==> src/logic/afl_pkg.sv <==
/*
 * afl_pkg: offsets, field positions and reset values for the fault
 * latch and report block. Assumes an 8-bit register port in the core
 * clock domain.
 */
package afl_pkg;
  localparam logic [7:0] CHAN_STATUS_OFS = 8'h70;
  localparam logic [7:0] GLOBAL_FAULT_OFS = 8'h71;
  localparam logic [7:0] PIN_MASK_OFS    = 8'h74;
  localparam logic [7:0] FAULT_CLEAR_OFS = 8'h78;
  localparam int         CLEAR_BIT       = 7;
  // channel fault field positions
  localparam int         LEFT_DC_BIT     = 3;
  localparam int         RIGHT_DC_BIT    = 2;
  localparam int         LEFT_OC_BIT     = 1;
  localparam int         RIGHT_OC_BIT    = 0;
  // global fault field positions
  localparam int         OTP_CRC_BIT     = 7;
  localparam int         COEF_FAIL_BIT   = 6;
  localparam int         CLK_FAULT_BIT   = 2;
  localparam int         OV_BIT          = 1;
  localparam int         UV_BIT          = 0;
  // pin mask field positions
  localparam int         MASK_CLK_BIT    = 4;
  localparam int         MASK_UV_BIT     = 3;
  localparam int         MASK_OV_BIT     = 2;
  localparam int         DC_MASK_BIT     = 1;
  localparam int         OC_MASK_BIT     = 0;
  localparam logic [7:0] REG_RESET       = 8'h00;
  localparam int         NUM_COND        = 7;

  // raw fault conditions from the analog and digital monitors
  typedef struct packed {
    logic left_dc;
    logic right_dc;
    logic left_oc;
    logic right_oc;
    logic clk_err;
    logic ov;
    logic uv;
  } afl_cond_t;

  // register port
  typedef struct packed {
    logic       wr;
    logic [7:0] addr;
    logic [7:0] wdata;
  } afl_req_t;
endpackage

==> src/logic/afl_sync.sv <==
/*
 * afl_sync: two flip-flop synchroniser for a vector of levels.
 * Assumes inputs are quasi-static levels from outside the clock domain.
 */
`timescale 1ns/1ps
module afl_sync #(
  parameter int W = 1
) (
  input  wire logic         clk,
  input  wire logic         rst_b,
  input  wire logic [W-1:0] din,
  output logic      [W-1:0] dout
);
  logic [W-1:0] meta_q;

  always_ff @(posedge clk or negedge rst_b) begin
    if (!rst_b) begin
      meta_q <= '0;
      dout   <= '0;
    end else begin
      meta_q <= din;
      dout   <= meta_q;
    end
  end
endmodule

==> src/logic/afl_fault_latch.sv <==
/*
 * afl_fault_latch: latches channel, clock and supply faults, reports
 * them on the active-low fault pin and tristates the power stage.
 * Assumes fault conditions and error strobes arrive as levels from
 * outside the core clock; register port is synchronous to clk.
 */
`timescale 1ns/1ps
module afl_fault_latch (
  input  wire logic               clk,
  input  wire logic               rst_b,
  input  wire afl_pkg::afl_cond_t cond,
  input  wire logic               otp_crc_err,
  input  wire logic               coef_write_err,
  input  wire afl_pkg::afl_req_t  req,
  output logic [7:0]              rdata,
  output logic                    fault_pin_b,
  output logic                    outputs_hiz
);
  import afl_pkg::*;

  afl_cond_t   cs;
  logic [1:0]  err_s;
  logic [3:0]  chan_q;
  logic [7:0]  glob_q;
  logic [7:0]  fault_pin_mask_reg_q;
  logic        ov_prev_q;
  logic        uv_prev_q;
  logic        otp_prev_q;
  logic        coef_prev_q;
  logic        clear;
  logic [3:0]  chan_set;
  logic [7:0]  glob_set;
  logic        report;
  logic        hiz_d;

  // all monitor levels cross into clk before any logic looks at them
  afl_sync #(.W(NUM_COND)) u_cond_sync (
    .clk   (clk),
    .rst_b (rst_b),
    .din   (cond),
    .dout  (cs)
  );
  afl_sync #(.W(2)) u_err_sync (
    .clk   (clk),
    .rst_b (rst_b),
    .din   ({otp_crc_err, coef_write_err}),
    .dout  (err_s)
  );

  assign clear = req.wr && (req.addr == FAULT_CLEAR_OFS)
                 && req.wdata[CLEAR_BIT];

  always_comb begin
    chan_set = '0;
    chan_set[LEFT_DC_BIT]  = cs.left_dc;
    chan_set[RIGHT_DC_BIT] = cs.right_dc;
    chan_set[LEFT_OC_BIT]  = cs.left_oc;
    chan_set[RIGHT_OC_BIT] = cs.right_oc;
    glob_set = '0;
    glob_set[CLK_FAULT_BIT] = cs.clk_err;
    // supply flags set on onset only, so a clear holds while it persists
    glob_set[OV_BIT] = cs.ov && !ov_prev_q;
    glob_set[UV_BIT] = cs.uv && !uv_prev_q;
    glob_set[OTP_CRC_BIT]   = err_s[1] && !otp_prev_q;
    glob_set[COEF_FAIL_BIT] = err_s[0] && !coef_prev_q;
  end

  always_ff @(posedge clk or negedge rst_b) begin
    if (!rst_b) begin
      ov_prev_q   <= 1'b0;
      uv_prev_q   <= 1'b0;
      otp_prev_q  <= 1'b0;
      coef_prev_q <= 1'b0;
    end else begin
      ov_prev_q   <= cs.ov;
      uv_prev_q   <= cs.uv;
      otp_prev_q  <= err_s[1];
      coef_prev_q <= err_s[0];
    end
  end

  // set wins over a clear in the same cycle
  always_ff @(posedge clk or negedge rst_b) begin
    if (!rst_b) begin
      chan_q <= REG_RESET[3:0];
    end else begin
      chan_q <= (clear ? 4'h0 : chan_q) | chan_set;
    end
  end

  always_ff @(posedge clk or negedge rst_b) begin
    if (!rst_b) begin
      glob_q <= REG_RESET;
    end else begin
      glob_q <= (clear ? 8'h00 : glob_q) | glob_set;
    end
  end

  always_ff @(posedge clk or negedge rst_b) begin
    if (!rst_b) begin
      fault_pin_mask_reg_q <= REG_RESET;
    end else if (req.wr && req.addr == PIN_MASK_OFS) begin
      fault_pin_mask_reg_q <= req.wdata;
    end
  end

  always_comb begin
    report =
      ((chan_q[LEFT_DC_BIT] | chan_q[RIGHT_DC_BIT])
        & ~fault_pin_mask_reg_q[DC_MASK_BIT])
      | ((chan_q[LEFT_OC_BIT] | chan_q[RIGHT_OC_BIT])
        & ~fault_pin_mask_reg_q[OC_MASK_BIT])
      | (glob_q[CLK_FAULT_BIT] & ~fault_pin_mask_reg_q[MASK_CLK_BIT])
      | (glob_q[OV_BIT] & ~fault_pin_mask_reg_q[MASK_OV_BIT])
      | (glob_q[UV_BIT] & ~fault_pin_mask_reg_q[MASK_UV_BIT]);
    // channel faults hold until cleared; supply and clock follow the
    // live condition, so they recover without host action
    hiz_d = (|chan_q) | (|chan_set) | cs.clk_err | cs.ov
            | cs.uv;
  end

  always_ff @(posedge clk or negedge rst_b) begin
    if (!rst_b) begin
      fault_pin_b <= 1'b1;
      outputs_hiz <= 1'b0;
    end else begin
      fault_pin_b <= !report;
      outputs_hiz <= hiz_d;
    end
  end

  always_ff @(posedge clk or negedge rst_b) begin
    if (!rst_b) begin
      rdata <= REG_RESET;
    end else begin
      unique case (req.addr)
        CHAN_STATUS_OFS:  rdata <= {4'h0, chan_q};
        GLOBAL_FAULT_OFS: rdata <= glob_q;
        PIN_MASK_OFS:     rdata <= fault_pin_mask_reg_q;
        default:          rdata <= 8'h00;
      endcase
    end
  end

  left_dc_hiz_a: assert property (@(posedge clk) disable iff (!rst_b)
    cs.left_dc |-> ##1 chan_q[LEFT_DC_BIT] ##1 outputs_hiz)
    else $error("left dc fault not latched");
  right_dc_hiz_a: assert property (@(posedge clk) disable iff (!rst_b)
    cs.right_dc |-> ##1 chan_q[RIGHT_DC_BIT] ##1 outputs_hiz)
    else $error("right dc fault not latched");
  left_oc_set_a: assert property (@(posedge clk) disable iff (!rst_b)
    cs.left_oc |=> chan_q[LEFT_OC_BIT] && outputs_hiz)
    else $error("left overcurrent not latched");
  right_oc_set_a: assert property (@(posedge clk) disable iff (!rst_b)
    cs.right_oc |=> chan_q[RIGHT_OC_BIT] && outputs_hiz)
    else $error("right overcurrent not latched");
  flag_hold_a: assert property (@(posedge clk) disable iff (!rst_b)
    (chan_q[LEFT_DC_BIT] && !clear) |=> chan_q[LEFT_DC_BIT])
    else $error("latched flag lost without clear");
  clear_flags_a: assert property (@(posedge clk) disable iff (!rst_b)
    (clear && chan_set == 4'h0 && glob_set == 8'h00)
    |=> (chan_q == 4'h0 && glob_q == 8'h00))
    else $error("flags not cleared by clear bit");
  clk_fault_a: assert property (@(posedge clk) disable iff (!rst_b)
    cs.clk_err |=> glob_q[CLK_FAULT_BIT] && outputs_hiz)
    else $error("clock fault not reported");
  clk_recover_a: assert property (@(posedge clk) disable iff (!rst_b)
    (!cs.clk_err && !cs.ov && !cs.uv && chan_q == 4'h0
     && chan_set == 4'h0) |=> !outputs_hiz)
    else $error("no recovery after supply and clock ok");
  ov_set_a: assert property (@(posedge clk) disable iff (!rst_b)
    $rose(cs.ov) |=> glob_q[OV_BIT] && outputs_hiz)
    else $error("overvoltage not latched");
  ov_rearm_a: assert property (@(posedge clk) disable iff (!rst_b)
    (clear && $past(cs.ov) && cs.ov) |=> !glob_q[OV_BIT])
    else $error("overvoltage flag set again while persisting");
  uv_set_a: assert property (@(posedge clk) disable iff (!rst_b)
    $rose(cs.uv) |=> glob_q[UV_BIT] && outputs_hiz)
    else $error("undervoltage not latched");
  uv_rearm_a: assert property (@(posedge clk) disable iff (!rst_b)
    (clear && $past(cs.uv) && cs.uv) |=> !glob_q[UV_BIT])
    else $error("undervoltage flag set again while persisting");
  otp_set_a: assert property (@(posedge clk) disable iff (!rst_b)
    $rose(err_s[1]) |=> glob_q[OTP_CRC_BIT])
    else $error("memory integrity error not latched");
  coef_set_a: assert property (@(posedge clk) disable iff (!rst_b)
    $rose(err_s[0]) |=> glob_q[COEF_FAIL_BIT])
    else $error("coefficient write error not latched");
  pin_report_a: assert property (@(posedge clk) disable iff (!rst_b)
    (chan_q[RIGHT_OC_BIT] && !fault_pin_mask_reg_q[OC_MASK_BIT])
    |=> !fault_pin_b)
    else $error("unmasked fault not on pin");
  pin_release_a: assert property (@(posedge clk) disable iff (!rst_b)
    (chan_q == 4'h0 && glob_q[CLK_FAULT_BIT:UV_BIT] == 3'h0) |=> fault_pin_b)
    else $error("fault pin held with no flag");
  pin_mask_a: assert property (@(posedge clk) disable iff (!rst_b)
    (fault_pin_mask_reg_q == 8'h1f) |=> fault_pin_b)
    else $error("masked fault reached pin");
  dc_mask_a: assert property (@(posedge clk) disable iff (!rst_b)
    (fault_pin_mask_reg_q[DC_MASK_BIT] && !chan_q[LEFT_OC_BIT]
     && !chan_q[RIGHT_OC_BIT] && glob_q[CLK_FAULT_BIT:UV_BIT] == 3'h0)
    |=> fault_pin_b)
    else $error("masked dc fault reached pin");
  oc_hold_hiz_a: assert property (@(posedge clk) disable iff (!rst_b)
    (|chan_q) |=> outputs_hiz)
    else $error("outputs not hiz with channel fault");
endmodule

==> config.mk <==
export PLATFORM = sky130hd
export DESIGN_NAME = afl_fault_latch
export DESIGN_NICKNAME = d
export VERILOG_FILES = /design/src/logic/afl_pkg.sv /design/src/logic/afl_sync.sv /design/src/logic/afl_fault_latch.sv
export SDC_FILE = /design/constraint.sdc
export NUM_CORES = 1
export LEC_CHECK = 0
export ABC_AREA = 0
export BUFFER_PORTS_ARGS = -buffer_cell sky130_fd_sc_hd__buf_2
export CAP_MARGIN = 20
export CELL_PAD_IN_SITES_DETAIL_PLACEMENT = 1
export CELL_PAD_IN_SITES_GLOBAL_PLACEMENT = 2
export CORE_MARGIN = 3
export CORE_UTILIZATION = 40
export CTS_BUF_LIST = sky130_fd_sc_hd__clkbuf_8
export DETAILED_ROUTE_END_ITERATION = 8
export PLACE_DENSITY_LB_ADDON = 0.1
export RECOVER_POWER = 25
export SETUP_SLACK_MARGIN = 0.2
export SLEW_MARGIN = 20
export SYNTH_ARGS = -nofsm -noshare
export SYNTH_HDL_FRONTEND = slang
export SYNTH_SLANG_ARGS = --single-unit
==> constraint.sdc <==
create_clock -name clk -period 1.76 [get_ports clk]
set_clock_uncertainty 0.1 [all_clocks]
set_input_delay 0 -clock clk [delete_from_list [all_inputs] [get_ports clk]]
set_output_delay 0 -clock clk [all_outputs]
set_load 0.03 [all_outputs]
==> run summary <==
Outcome = finished clean
Starting density of the core = 43.8%
Core Rows = 22
WS Path Type = in -> reg
Post-layout minimum cycle time = 1.51 ns
Pin slew with the least headroom to its limit = 1.16 ns
Final period util = 85.8%
DRC Markers = 0
Leading cell type in the layout, fill and taps excluded = dfrtp_1
Synth warn = 0
Nets@finish = 202
CTS tree = built
Remaining global-route overflow = 0
Leak = 1.09 nW
WP data required = 1.84 ns
Hold/Removal Path Class = in -> reg
Post-CTS setup repair buffer count = 0
Worst VDD drop = 0.000551 V
Hpwl dp = 2.28 mm
Sequential area share after synthesis = 72.8%
P per Cell Area = 895 mW/mm²
Fin Hold WS = 0.00683 ns
Largest net degree at the start of global routing = 50
Core footprint = 0.00385 mm²
Area Growth Syn to Fin = 31.5%
# resized after CTS = 0
Die area = 0.00503 mm²
Worst-Skew Late Latency = 0.30 ns
Relative slew slack = 23.0%
Post-route cell area = 0.00222 mm²
I/O pin count = 38
Syn Area/Cell = 15.2 µm²
DRT Pass-1 Iters = 3
N_diodes = 0
Setup TNS = 0 ns
RSZ-0062 raised after global routing = no
Clk sinks = 49
Setup-failing EPs final = 0
Port buffer count = 37
Total length of routed wires = 3.27 mm
First-pass GRT wire length = 5.62 mm
Critical-path maximum fanout = 8
Endpoints failing hold = 0
FF+latch count, synth = 49
Mapped cell area = 0.00169 mm²
CTS Buf Count = 5
Drt via density = 4.87
Via count = 1087
Setup crit end kind = flop
GP Congestion = 0.754
Longest Clk Path Bufs = 2
Die H = 70.9 µm
DP Area = 0.00195 mm²
Max-Cap Viols = 0
Max frequency = 663 MHz
Fill cells = 412
Commonest cells after routing, fill and taps aside = 48 x dfrtp_1, 37 x buf_2, 19 x dlygate4sd3_1
Drt first-iter violations = 86
# H-tree levels = 2
Post-synthesis cell count = 111
Worst EP arrival = 1.59 ns
Syn Nets = 139
Share of cells above drive strength 1 = 34.3%
Worst-path clk slew = 0.08 ns
Vias in the first global route = 1210
Total GRT Usage = 14.7%
Post-route ant nets = 0
Root Driver = clkbuf_8
Die W = 70.9 µm
Nature of the critical path startpoint = input port
Max-slew violation count = 0
Initial antenna violation count = 0
Wirelength per Cell = 14.6 µm
Final Util = 57.6%
Synth unique cells = 27
## synthesized netlist by cell type
cell / n / area (µm²)
dfrtp_1: 48 / 1200
and2_1: 2 / 12.5
nand4_1: 2 / 12.5
nand3_2: 1 / 10.0
a21o_1: 5 / 37.5
and4b_1: 1 / 10.0
inv_1: 6 / 22.5
and4bb_2: 1 / 12.5
nand4_4: 1 / 21.3
a22oi_1: 2 / 15.0
and3_1: 1 / 6.26
a22o_1: 4 / 35.0
o22ai_1: 2 / 12.5
and2b_2: 1 / 8.76
or2_2: 1 / 6.26
nor2_1: 7 / 26.3
nor2b_1: 2 / 12.5
nand2_1: 1 / 3.75
buf_2: 1 / 5.00
nor4_1: 1 / 6.26
mux2i_1: 4 / 40.0
mux2_2: 8 / 90.1
and2b_1: 2 / 15.0
nor3_1: 3 / 15.0
dfstp_2: 1 / 26.3
a2bb2oi_1: 2 / 17.5
a21oi_1: 1 / 5.00
## metrics by stage
step                      total power, W  cells  worst slack (ns)
after floorplan                  0.00123    111             0.717
after global placement           0.00130    196             0.531
after detailed placement         0.00131    196             0.491
after CTS                        0.00202    223             0.268
after global routing             0.00209    223             0.191
final                            0.00199    223             0.251
## sequential cells by signal, indices dropped and copies added, names as in the netlist
register and flops:
chan_q 4, coef_prev_q 1, fault_pin_b 1, fault_pin_mask_reg_q 8
glob_q 5, otp_prev_q 1, outputs_hiz 1, ov_prev_q 1
rdata 8, u_cond_sync.dout 7, u_cond_sync.meta_q 7, u_err_sync.dout 2
u_err_sync.meta_q 2, uv_prev_q 1
## logic make-up after synthesis
| logic type | after synthesis | synth area share (%) |
|---|---|---|
| compound gates | 16 | 7.27 |
| flops | 49 | 72.8 |
| simple gates | 27 | 10.6 |
| mux | 12 | 7.72 |
| buf+inv | 7 | 1.63 |
## per-layer routing
layer / global-route usage (%) / vias to the layer above / wire length [µm]
met5: 0 / - / 0
met4: 6.26 / 0 / 53
met3: 4.26 / 5 / 195
met2: 23.8 / 37 / 1580
met1: 18.4 / 537 / 1430
li1: - / 508 / -
## worst max-delay path, cell delays in order
cell           delay, ns
dlygate4sd3_1       0.53
buf_2               0.16
and4bb_2            0.36
nand4_4             0.21
mux2_2              0.33
## timing repair
item                       CTS  global route
setup endpoints to repair    0             0
hold endpoints to repair    69             0
hold buffers                19             0
## layout make-up
class	count	area (µm²)	share of cell area (%)
flip-flops and latches	49	1230	55.3
multi-input cells	55	432	19.5
repair buffers	57	380	17.1
clock buffers	6	82.6	3.72
well taps	48	60.1	2.71
inverters	6	22.5	1.02
clock inverters	2	13.8	0.620
## final timing paths
path | startpoint | end | slack [ns] | cells past startpoint
min reg2reg | u_cond_sync.meta_q[2] | u_cond_sync.dout[2] | 0.25 | 0
max reg2reg | chan_q[2] | rdata[2] | 0.65 | 3
max in group asynchronous | rst_b | glob_q[2] | 0.42 | 3
min | req[12] | rdata[1] | 0.007 | 3
min in group asynchronous | rst_b | glob_q[6] | 0.44 | 3
max | req[8] | fault_pin_mask_reg_q[3] | 0.25 | 5
## report_power, final
| part | internal [W] | total, W | leakage, nW | switching (W) |
|---|---|---|---|---|
| sequential | 0.00116 | 0.00118 | 0.576 | 0.0000173 |
| combinational | 0.0000733 | 0.000133 | 0.466 | 0.0000592 |
| clock | 0.000319 | 0.000676 | 0.0512 | 0.000358 |
| total | 0.00155 | 0.00199 | 1.09 | 0.000434 |
Note: power is estimated with default switching activity, not from simulation.
